--- config.mk ---
export PLATFORM = sky130hd
export DESIGN_NAME = dac_ctrl_top
export DESIGN_NICKNAME = d
export VERILOG_FILES = /design/src/common/dac_pkg.sv /design/src/dac_sync2.sv /design/src/dac_conv_path.sv /design/src/dac_ctrl_top.sv
export VERILOG_INCLUDE_DIRS = /design/src /design/src/common
export SDC_FILE = /design/constraint.sdc
export NUM_CORES = 1
export LEC_CHECK = 0
export BUFFER_PORTS_ARGS = -buffer_cell sky130_fd_sc_hd__buf_2
export CORE_MARGIN = 2
export CORE_UTILIZATION = 53
export CTS_CLUSTER_SIZE = 25
export DETAILED_ROUTE_END_ITERATION = 8
export GPL_ROUTABILITY_DRIVEN = 0
export PLACE_DENSITY = 0.8
export SYNTH_ARGS = -nofsm -noshare
export SYNTH_HDL_FRONTEND = slang
export SYNTH_HIERARCHICAL = 1
export SYNTH_SLANG_ARGS = --single-unit
--- constraint.sdc ---
create_clock -name SYS_CLK_I -period 2.8 [get_ports SYS_CLK_I]
set_input_delay 0.56 -clock SYS_CLK_I [delete_from_list [all_inputs] [get_ports SYS_CLK_I]]
set_output_delay 0.56 -clock SYS_CLK_I [all_outputs]
set_load 0.01 [all_outputs]
--- src/common/dac_defs.svh ---
`ifndef DAC_DEFS_SVH
`define DAC_DEFS_SVH

// ====================================================================
// Register map (index as printed, byte address is four times it)
`define DAC_IDX_CODE_CH0    8'ha0
`define DAC_IDX_CODE_CH1    8'ha2
`define DAC_IDX_CTRL        8'ha4
`define DAC_IDX_STATUS      8'ha6
`define DAC_ADDR_CODE_CH0   ({2'h0, `DAC_IDX_CODE_CH0, 2'h0})
`define DAC_ADDR_CODE_CH1   ({2'h0, `DAC_IDX_CODE_CH1, 2'h0})
`define DAC_ADDR_CTRL       ({2'h0, `DAC_IDX_CTRL, 2'h0})
`define DAC_ADDR_STATUS     ({2'h0, `DAC_IDX_STATUS, 2'h0})

// ====================================================================
// Field layout and reset values
`define DAC_CODE_RESET      8'h00
`define DAC_CTRL_RESET      8'h1f
`define DAC_CTRL_RSVD       5'h1f
`define DAC_CTRL_OE1_BIT    7
`define DAC_CTRL_OE0_BIT    6
`define DAC_CTRL_JEN_BIT    5

// ====================================================================
// Timing
`define DAC_CLK_PERIOD_NS   10
`define DAC_CONV_TIME_NS    10000
`define DAC_CONV_CYCLES     (`DAC_CONV_TIME_NS / `DAC_CLK_PERIOD_NS)
`define DAC_CNT_W           10
`endif

--- src/common/dac_pkg.sv ---
package dac_pkg;
	// Conversion path state
	typedef enum logic [1:0] {
		CH_IDLE,
		CH_CONVERT,
		CH_HOLD
	} chan_state_t;
	// Register select from address decode
	typedef enum logic [2:0] {
		SEL_NONE,
		SEL_CODE0,
		SEL_CODE1,
		SEL_CTRL,
		SEL_STATUS
	} reg_sel_t;
endpackage

--- src/dac_sync2.sv ---
`timescale 1ns/100ps
// ====================================================================
// Two-stage level synchroniser
module dac_sync2 (
	input  wire logic clk_i,
	input  wire logic resetn_i,
	input  wire logic d_i,
	output logic      q_o
);
	logic meta;

	// First stage feeds only the second stage
	always_ff @(posedge clk_i or negedge resetn_i) begin
		if (!resetn_i) begin
			meta <= 1'b0;
			q_o  <= 1'b0;
		end else begin
			meta <= d_i;
			q_o  <= meta;
		end
	end
endmodule

--- src/dac_conv_path.sv ---
`timescale 1ns/100ps
`include "dac_defs.svh"
// ====================================================================
// One conversion path: settle timer and held output code
module dac_conv_path (
	input  wire logic       clk_i,
	input  wire logic       resetn_i,
	input  wire logic       conv_en_i,
	input  wire logic [7:0] code_i,
	input  wire logic       code_wr_i,
	output logic [7:0]      level_o,
	output logic            busy_o,
	output logic            settled_o
);
	localparam logic [`DAC_CNT_W-1:0] CONV_LAST = `DAC_CNT_W'(`DAC_CONV_CYCLES - 1);

	dac_pkg::chan_state_t   state;
	logic [`DAC_CNT_W-1:0]  count;
	logic                   done;

	// Last cycle of a conversion that no new write overrides
	assign done = (state == dac_pkg::CH_CONVERT) && (count == '0) && !code_wr_i;

	// State and settle counter; restart wins over completion
	always_ff @(posedge clk_i or negedge resetn_i) begin
		if (!resetn_i) begin
			state <= dac_pkg::CH_IDLE;
			count <= '0;
		end else if (!conv_en_i) begin
			state <= dac_pkg::CH_IDLE;
			count <= '0;
		end else begin
			case (state)
				dac_pkg::CH_IDLE: begin
					state <= dac_pkg::CH_CONVERT;
					count <= CONV_LAST;
				end
				dac_pkg::CH_CONVERT: begin
					if (code_wr_i) begin
						count <= CONV_LAST;
					end else if (count == '0) begin
						state <= dac_pkg::CH_HOLD;
					end else begin
						count <= count - 1'b1;
					end
				end
				dac_pkg::CH_HOLD: begin
					if (code_wr_i) begin
						state <= dac_pkg::CH_CONVERT;
						count <= CONV_LAST;
					end
				end
				default: begin
					state <= dac_pkg::CH_IDLE;
					count <= '0;
				end
			endcase
		end
	end

	// Result code: fraction code/256 of the analog supply
	always_ff @(posedge clk_i or negedge resetn_i) begin
		if (!resetn_i) begin
			level_o <= `DAC_CODE_RESET;
		end else if (done) begin
			level_o <= code_i;
		end
	end

	assign busy_o    = (state == dac_pkg::CH_CONVERT);
	assign settled_o = (state == dac_pkg::CH_HOLD);
endmodule

--- src/dac_ctrl_top.sv ---
// Added by the designer: the register addresses and the APB register port.
`timescale 1ns/100ps
`include "dac_defs.svh"
// ====================================================================
// Two-channel converter control with APB register slave
module dac_ctrl_top (
	input  wire logic        SYS_CLK_I,
	input  wire logic        RESETN_I,
	input  wire logic        PSEL_I,
	input  wire logic        PENABLE_I,
	input  wire logic        PWRITE_I,
	input  wire logic [11:0] PADDR_I,
	input  wire logic [31:0] PWDATA_I,
	input  wire logic [3:0]  PSTRB_I,
	output logic [31:0]      PRDATA_O,
	output logic             PREADY_O,
	output logic             PSLVERR_O,
	input  wire logic        STANDBY_I,
	output logic [7:0]       ANALOG_PIN_0_LEVEL_O,
	output logic             ANALOG_PIN_0_OE_O,
	output logic [7:0]       ANALOG_PIN_1_LEVEL_O,
	output logic             ANALOG_PIN_1_OE_O,
	output logic             CONV_EN_CH0_O,
	output logic             CONV_EN_CH1_O,
	output logic             SETTLED_CH0_O,
	output logic             SETTLED_CH1_O
);

	// ====================================================================
	// Declarations

	// Register contents
	logic [7:0]          code_reg_ch0;
	logic [7:0]          code_reg_ch1;
	logic                out_en_ch0;
	logic                out_en_ch1;
	logic                joint_conv_en;

	// Bus decode
	dac_pkg::reg_sel_t   sel;
	logic                setup_phase;
	logic                access_phase;
	logic                unmapped;
	logic                wr_take;
	logic                wr_code0;
	logic                wr_code1;
	logic                wr_ctrl;
	logic [31:0]         next_prdata;

	// Conversion enables and channel state
	logic                conv_en_ch0;
	logic                conv_en_ch1;
	logic [7:0]          level_ch0;
	logic [7:0]          level_ch1;
	logic                busy_ch0;
	logic                busy_ch1;
	logic                settled_ch0;
	logic                settled_ch1;

	// Standby seen on this clock
	logic                standby_sync;

	// Composite register views
	logic [7:0]          converter_ctrl_reg;
	logic [7:0]          status_view;

	// Reset image of the control register, so reset bits come from one place
	localparam logic [7:0] CTRL_RESET = `DAC_CTRL_RESET;

	// ====================================================================
	// APB phases and address decode

	// Setup and access phases of the current transfer
	assign setup_phase  = PSEL_I && !PENABLE_I;
	assign access_phase = PSEL_I && PENABLE_I;

	// Full-address match, so misaligned addresses fall to unmapped
	always_comb begin
		sel = dac_pkg::SEL_NONE;
		case (PADDR_I)
			`DAC_ADDR_CODE_CH0: begin
				sel = dac_pkg::SEL_CODE0;
			end
			`DAC_ADDR_CODE_CH1: begin
				sel = dac_pkg::SEL_CODE1;
			end
			`DAC_ADDR_CTRL: begin
				sel = dac_pkg::SEL_CTRL;
			end
			`DAC_ADDR_STATUS: begin
				sel = dac_pkg::SEL_STATUS;
			end
			default: begin
				sel = dac_pkg::SEL_NONE;
			end
		endcase
	end

	// Unmapped access answers with an error; status is read-only
	assign unmapped = (sel == dac_pkg::SEL_NONE) ||
		((sel == dac_pkg::SEL_STATUS) && PWRITE_I);

	// Zero-wait slave: every access completes in its first access cycle
	assign PREADY_O  = 1'b1;
	assign PSLVERR_O = access_phase && unmapped;

	// A write lands at the access edge, low byte lane only
	assign wr_take  = access_phase && PWRITE_I && PSTRB_I[0] && !unmapped;
	assign wr_code0 = wr_take && (sel == dac_pkg::SEL_CODE0);
	assign wr_code1 = wr_take && (sel == dac_pkg::SEL_CODE1);
	assign wr_ctrl  = wr_take && (sel == dac_pkg::SEL_CTRL);

	// ====================================================================
	// Code registers

	// Channel 0 code
	always_ff @(posedge SYS_CLK_I or negedge RESETN_I) begin
		if (!RESETN_I) begin
			code_reg_ch0 <= `DAC_CODE_RESET;
		end else if (wr_code0) begin
			code_reg_ch0 <= PWDATA_I[7:0];
		end
	end

	// Channel 1 code
	always_ff @(posedge SYS_CLK_I or negedge RESETN_I) begin
		if (!RESETN_I) begin
			code_reg_ch1 <= `DAC_CODE_RESET;
		end else if (wr_code1) begin
			code_reg_ch1 <= PWDATA_I[7:0];
		end
	end

	// ====================================================================
	// Control register

	// Only the three enable bits are storage; the rest are constants
	always_ff @(posedge SYS_CLK_I or negedge RESETN_I) begin
		if (!RESETN_I) begin
			out_en_ch1    <= CTRL_RESET[`DAC_CTRL_OE1_BIT];
			out_en_ch0    <= CTRL_RESET[`DAC_CTRL_OE0_BIT];
			joint_conv_en <= CTRL_RESET[`DAC_CTRL_JEN_BIT];
		end else if (wr_ctrl) begin
			out_en_ch1    <= PWDATA_I[`DAC_CTRL_OE1_BIT];
			out_en_ch0    <= PWDATA_I[`DAC_CTRL_OE0_BIT];
			joint_conv_en <= PWDATA_I[`DAC_CTRL_JEN_BIT];
		end
	end

	// Read view: reserved field is hard-wired ones
	assign converter_ctrl_reg = {out_en_ch1, out_en_ch0, joint_conv_en,
		`DAC_CTRL_RSVD};

	// ====================================================================
	// Conversion enable decode

	// Joint enable only widens an existing enable, it never starts one alone
	assign conv_en_ch0 = out_en_ch0 || (joint_conv_en && out_en_ch1);
	assign conv_en_ch1 = out_en_ch1 || (joint_conv_en && out_en_ch0);
	// With joint clear each term reduces to its own bit
	// Both bits clear gives no enable whatever joint holds
	// Both bits set, or joint with one, enables both

	// ====================================================================
	// Conversion paths, one per channel, no shared state

	// Channel 0 path
	dac_conv_path u_path_ch0 (
		.clk_i     (SYS_CLK_I),
		.resetn_i  (RESETN_I),
		.conv_en_i (conv_en_ch0),
		.code_i    (code_reg_ch0),
		.code_wr_i (wr_code0),
		.level_o   (level_ch0),
		.busy_o    (busy_ch0),
		.settled_o (settled_ch0)
	);

	// Channel 1 path
	dac_conv_path u_path_ch1 (
		.clk_i     (SYS_CLK_I),
		.resetn_i  (RESETN_I),
		.conv_en_i (conv_en_ch1),
		.code_i    (code_reg_ch1),
		.code_wr_i (wr_code1),
		.level_o   (level_ch1),
		.busy_o    (busy_ch1),
		.settled_o (settled_ch1)
	);

	// ====================================================================
	// Standby

	// Standby pin comes from the power controller, so synchronise it.
	// It is only reported: the paths keep running and holding, which is
	// why analog current stays up unless software clears the enables.
	dac_sync2 u_standby_sync (
		.clk_i    (SYS_CLK_I),
		.resetn_i (RESETN_I),
		.d_i      (STANDBY_I),
		.q_o      (standby_sync)
	);

	// ====================================================================
	// Status view

	// Live state of both paths for software polling
	assign status_view = {1'b0,
		standby_sync,
		conv_en_ch1,
		conv_en_ch0,
		settled_ch1,
		settled_ch0,
		busy_ch1,
		busy_ch0};

	// ====================================================================
	// Read data

	// Read mux; unmapped reads return zero
	always_comb begin
		next_prdata = 32'h0000_0000;
		case (sel)
			dac_pkg::SEL_CODE0: begin
				next_prdata = {24'h00_0000, code_reg_ch0};
			end
			dac_pkg::SEL_CODE1: begin
				next_prdata = {24'h00_0000, code_reg_ch1};
			end
			dac_pkg::SEL_CTRL: begin
				next_prdata = {24'h00_0000, converter_ctrl_reg};
			end
			dac_pkg::SEL_STATUS: begin
				next_prdata = {24'h00_0000, status_view};
			end
			default: begin
				next_prdata = 32'h0000_0000;
			end
		endcase
	end

	// Captured in setup so the access cycle has it from a flop; status
	// is therefore the value one cycle before the access edge
	always_ff @(posedge SYS_CLK_I or negedge RESETN_I) begin
		if (!RESETN_I) begin
			PRDATA_O <= 32'h0000_0000;
		end else if (setup_phase && !PWRITE_I) begin
			PRDATA_O <= next_prdata;
		end
	end

	// ====================================================================
	// Pin drive

	// Pin is driven only by its own enable bit; a channel converting
	// through joint enable alone keeps its pin released as an input
	always_ff @(posedge SYS_CLK_I or negedge RESETN_I) begin
		if (!RESETN_I) begin
			ANALOG_PIN_0_OE_O <= 1'b0;
			ANALOG_PIN_1_OE_O <= 1'b0;
		end else begin
			ANALOG_PIN_0_OE_O <= out_en_ch0;
			ANALOG_PIN_1_OE_O <= out_en_ch1;
		end
	end

	// Settled result drives the pin level; held through standby
	always_ff @(posedge SYS_CLK_I or negedge RESETN_I) begin
		if (!RESETN_I) begin
			ANALOG_PIN_0_LEVEL_O <= `DAC_CODE_RESET;
			ANALOG_PIN_1_LEVEL_O <= `DAC_CODE_RESET;
		end else begin
			ANALOG_PIN_0_LEVEL_O <= level_ch0;
			ANALOG_PIN_1_LEVEL_O <= level_ch1;
		end
	end

	// Enable and settled indications for the analog stage
	always_ff @(posedge SYS_CLK_I or negedge RESETN_I) begin
		if (!RESETN_I) begin
			CONV_EN_CH0_O <= 1'b0;
			CONV_EN_CH1_O <= 1'b0;
			SETTLED_CH0_O <= 1'b0;
			SETTLED_CH1_O <= 1'b0;
		end else begin
			CONV_EN_CH0_O <= conv_en_ch0;
			CONV_EN_CH1_O <= conv_en_ch1;
			SETTLED_CH0_O <= settled_ch0;
			SETTLED_CH1_O <= settled_ch1;
		end
	end
endmodule

# Word-level counts from Yosys, hierarchy flattened
# Cells that the tools add are included.
[word_totals]
reg_bits = 115
latchBits = 0
ramBits = 0
mem_bits_ro = 0
input_bits = 54
out_inout_bits = 56
elab_cells = 100
memories = 0
[classes]
n_addsub = 2
mul = 0
n_div = 0
magnitude_cmp = 0
eq_ne = 20
n_shift = 0
mux = 22
n_bitwise = 0
n_reduce_logical = 34
[op_table]
columns = ["cell", "n"]
rows = [
  ["$mux 10", 8],
  ["$pmux 10 s3", 2],
  ["$eq 12x10->1 const B", 4],
  ["$pmux 8 s4", 1],
  ["$logic_not 10->1", 2],
  ["$sub 10x1->10 const B", 2],
  ["$logic_and 1x1->1", 17],
  ["$mux 2", 8],
  ["$ne 3x2->1 const B", 4],
  ["$pmux 2 s3", 2],
  ["$pmux 3 s4", 1],
  ["$ne 4x3->1 const B", 2],
  ["$eq 3x2->1 const B", 2],
  ["$ne 3x3->1 const B", 2],
  ["$reduce_and 3->1", 2],
  ["$logic_not 1->1", 5],
  ["$eq 2x1->1 const B", 2],
  ["$eq 2x2->1 const B", 2],
  ["$logic_not 2->1", 2],
  ["$reduce_and 2->1", 2],
  ["$eq 3x1->1 const B", 1],
  ["$eq 3x3->1 const B", 1],
  ["$logic_not 3->1", 1],
  ["$logic_or 1x1->1", 3],
]

# Depth between registers and ports, before layout
[logic_depth]
word_depth = 11
depth_mapped = 10
ltp_nobuf = 7

# Hierarchy
# The synthesis kept the hierarchy.
[modules_own_cells]
columns = ["mod", "instances", "cells_each", "area_each_um2", "seq_area_each_um2"]
rows = [
  ["dac_conv_path", 2, 94, 1039.7, 500.5],
  ["dac_ctrl_top", 1, 156, 2072.0, 1226.2],
  ["dac_sync2", 1, 2, 50.0, 50.0],
]

# Worst setup path after synthesis
# Ideal clock, no wire load.
[synth_timing]
path_kind = "input -> register"
startpoint = "input port PADDR_I[1]"
endpoint = "register u_path_ch0.count[6]"
arrival_ns = 2.829
required_ns = 2.690
slack_ns = -0.139
path_stages = 10
cell_sequence = "or4_1 -> buf_2 -> nor4_4 -> or4bb_1 -> or4_4 -> buf_6 -> and2_4 -> buf_6 -> inv_1 -> o41ai_1"
[synth_between]
elab_chain_cells = 11
elab_cells_between_ends = 19
[synth_rtl]
columns = ["item", "line_no", "source"]
rows = [
  ["start: declaration", "dac_ctrl_top.sv:12", "input wire logic [11:0] PADDR_I,"],
  ["$eq 12x10->1", "dac_ctrl_top.sv:80", "case (PADDR_I)"],
  ["$pmux 3 s4 *", "dac_ctrl_top.sv:80", ""],
  ["$eq 3x3->1", "dac_ctrl_top.sv:101", "((sel == dac_pkg::SEL_STATUS) && PWRITE_I);"],
  ["$logic_and 1x1->1", "dac_ctrl_top.sv:101", ""],
  ["$logic_or 1x1->1", "dac_ctrl_top.sv:100", "assign unmapped = (sel == dac_pkg::SEL_NONE) ||"],
  ["$logic_not 1->1", "dac_ctrl_top.sv:108", "assign wr_take = access_phase && PWRITE_I && PSTRB_I[0] && !unmapped;"],
  ["$logic_and 1x1->1", "dac_ctrl_top.sv:108", ""],
  ["$logic_and 1x1->1 *", "dac_ctrl_top.sv:109", "assign wr_code0 = wr_take && (sel == dac_pkg::SEL_CODE0);"],
  ["via wr_code0", "dac_ctrl_top.sv:45", "logic wr_code0;"],
  ["$mux 10", "dac_conv_path.sv:39", "if (code_wr_i) begin"],
  ["$pmux 10 s3", "dac_conv_path.sv:33", "case (state)"],
  ["$mux 10", "dac_conv_path.sv:29", "end else if (!conv_en_i) begin"],
  ["end signal: assignment", "dac_conv_path.sv:44", "count <= count - 1'b1;"],
  ["end: declaration", "dac_conv_path.sv:18", "logic [`DAC_CNT_W-1:0] count;"],
]
# Mark *: on every way through the listed nets, which the timed path passes. The rest lies on a longest branch.
# A chain may end at the register's enable or synchronous reset.

# Worst setup path after layout
[layout_timing]
startpoint = "register u_path_ch0.count[0]"
endpoint = "register u_path_ch0.level_o[2]"
[layout_between]
elab_chain_cells = 3
[layout_rtl]
columns = ["item", "line_no", "source"]
rows = [
  ["$logic_not 10->1", "dac_conv_path.sv:22", "assign done = (state == dac_pkg::CH_CONVERT) && (count == '0) && !code_wr_i;"],
  ["$logic_and 1x1->1 (2 in series)", "dac_conv_path.sv:22", ""],
  ["end signal: assignment", "dac_conv_path.sv:64", "level_o <= `DAC_CODE_RESET;"],
  ["end signal: assignment", "dac_conv_path.sv:66", "level_o <= code_i;"],
  ["end: declaration", "dac_conv_path.sv:11", "output logic [7:0] level_o,"],
]
# No other way between the ends.

==> run metrics <==
run status completed; length of the first detailed-routing pass in iterations 4; cell accounting for the most synthesized area sky130_fd_sc_hd__dfrtp_1; Post-CTS Resized 0; share of the clock period used by the worst path after layout 0.9159; most frequent cells after synthesis 91 x sky130_fd_sc_hd__dfrtp_1, 41 x sky130_fd_sc_hd__mux2_2, 25 x sky130_fd_sc_hd__buf_4, 14 x sky130_fd_sc_hd__nand2_1, 13 x sky130_fd_sc_hd__nor3_1; GRT Util Overall 0.2040; width of the die 93.04 um; Final setup violation count 0; CTS Buf Count 9; antenna diode count 0; largest cells by area after synthesis sky130_fd_sc_hd__dfrtp_1 54%, sky130_fd_sc_hd__mux2_2 11%, sky130_fd_sc_hd__buf_4 4.5%; Seq. cell area approximately 2300 um^2; Nets 466; gate count after technology mapping around 350; R2R depth 6; reg2reg setup slack 240 ps; kind of end point of the critical path register; count of buffers from port buffering between 50 and 60; kind of start point of the critical path register; clock-pin slew of the registers on the worst-case setup and hold paths around 90 ps; vias in the first global route 2890; portion of total power attributed to combinational logic 0.044; total vias in the final route 2928; synthesis warning total 6; site row count 32; DRT antenna net count 0; final sum of negative setup slack 0 ps; leakage 0.002473 uW; Placed Instances 501; reg-to-reg critical path startpoint u_path_ch0/count[0]; Worst-Skew Late Latency 350 ps; sw power 533.5 uW; Post CTS Setup Buffer Count 0; core region area just under 8000 um^2; first-pass GRT wire length about 14000 um; setup repair after global routing missed its margin false; proportion of power drawn by the clock network 0.361; Worst R2R End u_path_ch0/level_o[2]; Initial Util 0.5465; routed wire length 8354 um; number of library cell types mapped by synthesis 54; VDD IR-drop max 370.0 uV; sum of net half-perimeters after detailed placement 6008 um; type of the worst setup path register to register; endpoint required time on the critical path roughly 3000 ps; final setup skew 7.033 ps; maximum fanout along the worst path 8; average cell area after synthesis roughly 12 um^2; #FFs+latches synth 91; worst-case headroom to the max-slew limit 0.6035; share of power burned in registers 0.595; CTS Sinks 91; fraction of final layout cells with drive strength greater than 1 0.3566; portion of the post-synthesis area used by sequential elements 0.5420; die height 93.04 um; clock tree from TritonCTS done; synthesized area 4202 um^2; filler instances between 600 and 700; number of flops mapped to enable cells by yosys 0; drt first-iter violations 155; Design Power 2209 uW; Die ar. 8656 um^2; highest clock frequency the design can meet around 390 MHz; initial antenna violation count 0; total power per unit cell area between 400 and 500 nW/um^2; Area Overhead vs Synth 12.27%; IO Pins 110; Power Internal 1675 uW; pin count of the biggest net entering global routing 47; worst hold path class input port to asynchronous set/reset pin; max-cap violation count 0; DRC violation count after routing 0; time the final worst path needs with I/O delays and setup 2564 ps; flip-flop cell with the highest count after synthesis sky130_fd_sc_hd__dfrtp_1; Synth top area share 0.5420; post-route worst hold slack approximately 190 ps; total gr overflow 0; switching portion of total power 0.2415; data arrival time at the worst-slack endpoint 2810 ps; Finished Layout Cells 517; final max-slew violation count 0; detail-routed net length per standard cell 16.16 um; most common cell in the synthesized netlist sky130_fd_sc_hd__dfrtp_1; async set-or-reset flop fraction in the synthesized netlist 1.000; total area of multi-input combinational cells 1715 um^2; # hold bufs at CTS 0; Slew @ Worst Pin 594.8 ps; ratio of routed vias to standard cells between 5 and 6; deepest level of the CTS H-tree 3; clock tree buffer depth 2; clock root buffer sky130_fd_sc_hd__clkbuf_8; final hold viol count 0
-- state kept, by name, summed over array words and instances, names as in the netlist --
name,count
code_reg_ch0,8
ANALOG_PIN_0_OE_O,1
out_en_ch0,1
u_path_ch0/count,10
u_standby_sync/q_o,1
ANALOG_PIN_0_LEVEL_O,8
u_path_ch0/level_o,8
SETTLED_CH0_O,1
CONV_EN_CH0_O,1
u_standby_sync/meta,1
out_en_ch1,1
u_path_ch1/state,2
u_path_ch1/level_o,8
u_path_ch1/count,10
ANALOG_PIN_1_LEVEL_O,8
PRDATA_O,8
joint_conv_en,1
CONV_EN_CH1_O,1
SETTLED_CH1_O,1
ANALOG_PIN_1_OE_O,1
u_path_ch0/state,2
code_reg_ch1,8
-- cell usage in the layout (no fill, tap or decap), types with 3 or more instances in the layout --
| cell type | synthesis | routed |
|---|---|---|
| sky130_fd_sc_hd__or4_4 | 2 | 3 |
| sky130_fd_sc_hd__inv_6 | 0 | 3 |
| sky130_fd_sc_hd__nand2b_1 | 3 | 3 |
| sky130_fd_sc_hd__a211oi_1 | 5 | 5 |
| sky130_fd_sc_hd__or4b_4 | 2 | 3 |
| sky130_fd_sc_hd__o22ai_1 | 5 | 5 |
| sky130_fd_sc_hd__a22o_2 | 4 | 4 |
| sky130_fd_sc_hd__nor2b_1 | 5 | 5 |
| sky130_fd_sc_hd__clkbuf_8 | 0 | 9 |
| sky130_fd_sc_hd__conb_1 | 2 | 25 |
| sky130_fd_sc_hd__a21oi_1 | 8 | 8 |
| sky130_fd_sc_hd__a31oi_1 | 8 | 8 |
| sky130_fd_sc_hd__or2_2 | 3 | 3 |
| sky130_fd_sc_hd__dfrtp_1 | 91 | 91 |
| sky130_fd_sc_hd__buf_2 | 1 | 56 |
| sky130_fd_sc_hd__o211ai_1 | 4 | 4 |
| sky130_fd_sc_hd__o21ai_0 | 11 | 11 |
| sky130_fd_sc_hd__and3_1 | 6 | 6 |
| sky130_fd_sc_hd__or4_1 | 7 | 6 |
| sky130_fd_sc_hd__o41ai_1 | 4 | 4 |
| sky130_fd_sc_hd__buf_4 | 25 | 12 |
| sky130_fd_sc_hd__nor3_1 | 13 | 13 |
| sky130_fd_sc_hd__nand2_1 | 14 | 14 |
| sky130_fd_sc_hd__mux2_2 | 41 | 41 |
| sky130_fd_sc_hd__o21a_1 | 4 | 4 |
| sky130_fd_sc_hd__inv_1 | 8 | 8 |
| sky130_fd_sc_hd__nor4_1 | 4 | 4 |
| sky130_fd_sc_hd__nor2_1 | 12 | 12 |
| sky130_fd_sc_hd__clkinvlp_4 | 0 | 3 |
| sky130_fd_sc_hd__o31ai_1 | 3 | 3 |
-- worst max-delay path by stage --
stage | start | end | slack [ps] | depth (start not counted)
detailed placement | PADDR_I[1] | u_path_ch0/level_o[7] | 70 | 6
finish | u_path_ch0/count[0] | u_path_ch0/level_o[2] | 240 | 6
global placement | PADDR_I[1] | u_path_ch0/level_o[1] | 110 | 6
floorplan | PADDR_I[3] | u_path_ch0/count[6] | -20 | 10
CTS | u_path_ch0/count[0] | u_path_ch0/level_o[3] | 250 | 6
global route | u_path_ch0/count[0] | u_path_ch0/level_o[3] | 120 | 6
-- critical path, cell delays in order, from the launching register on --
cell	delay, ps
sky130_fd_sc_hd__dfrtp_1	400
sky130_fd_sc_hd__inv_1	110
sky130_fd_sc_hd__ha_1	210
sky130_fd_sc_hd__or4b_4	510
sky130_fd_sc_hd__nor2_1	220
sky130_fd_sc_hd__and3_1	580
sky130_fd_sc_hd__mux2_2	400
-- area by class of cell --
| type | count | area share |
|---|---|---|
| tap | 102 | 0.02706 |
| timing repair buffer | 69 | 0.08276 |
| inverter | 8 | 0.006366 |
| clock buffer | 10 | 0.02706 |
| sequential | 91 | 0.4828 |
| multi-input combinational | 231 | 0.3637 |
| clock inverter | 6 | 0.01034 |
-- routing by layer --
layer  part of all wire  wire [um]  vias up  global-route usage
li1                   -          -     1360                   -
met1               0.44       3668     1486              0.2693
met2               0.51       4222       70              0.3357
met3              0.046        382       12             0.04835
met4             0.0095         79        0             0.06495
met5                  0          0        -                   0
-- power by group through the flow --
stage	clock (uW)	sequential [uW]	combinational, uW
6_report	797	1320	96.4
3_3_place_gp	0	1340	95.1
4_1_cts	817	1320	97.1
3_5_place_dp	0	1340	97.1
2_1_floorplan	0	1340	65.8
5_1_grt	876	1320	108
-- stage by stage --
step / utilization / instance area [um^2] / setup slack (ps)
6_report: 0.6136 / 4717 / 235.6
3_5_place_dp: 0.5907 / 4541 / 68.00
5_1_grt: 0.6136 / 4717 / 119.6
4_1_cts: 0.6136 / 4717 / 254.5
2_1_floorplan: - / 4305 / -24.72
3_3_place_gp: 0.5907 / 4541 / 110.7
-- kinds of logic (layout without fill, tap and decap cells) --
| logic type | count (synthesis) | in the layout | synth area share |
|---|---|---|---|
| adders and majority gates | 2 | 2 | 0.005955 |
| other | 2 | 25 | 0.001787 |
| buffers and inverters | 47 | 93 | 0.07206 |
| and+or+nand+nor | 95 | 95 | 0.1492 |
| AOI/OAI and AO/OA | 63 | 63 | 0.1018 |
| muxes | 46 | 46 | 0.1272 |
| DFF | 91 | 91 | 0.5420 |
Note: power is estimated with default switching activity, not from simulation.
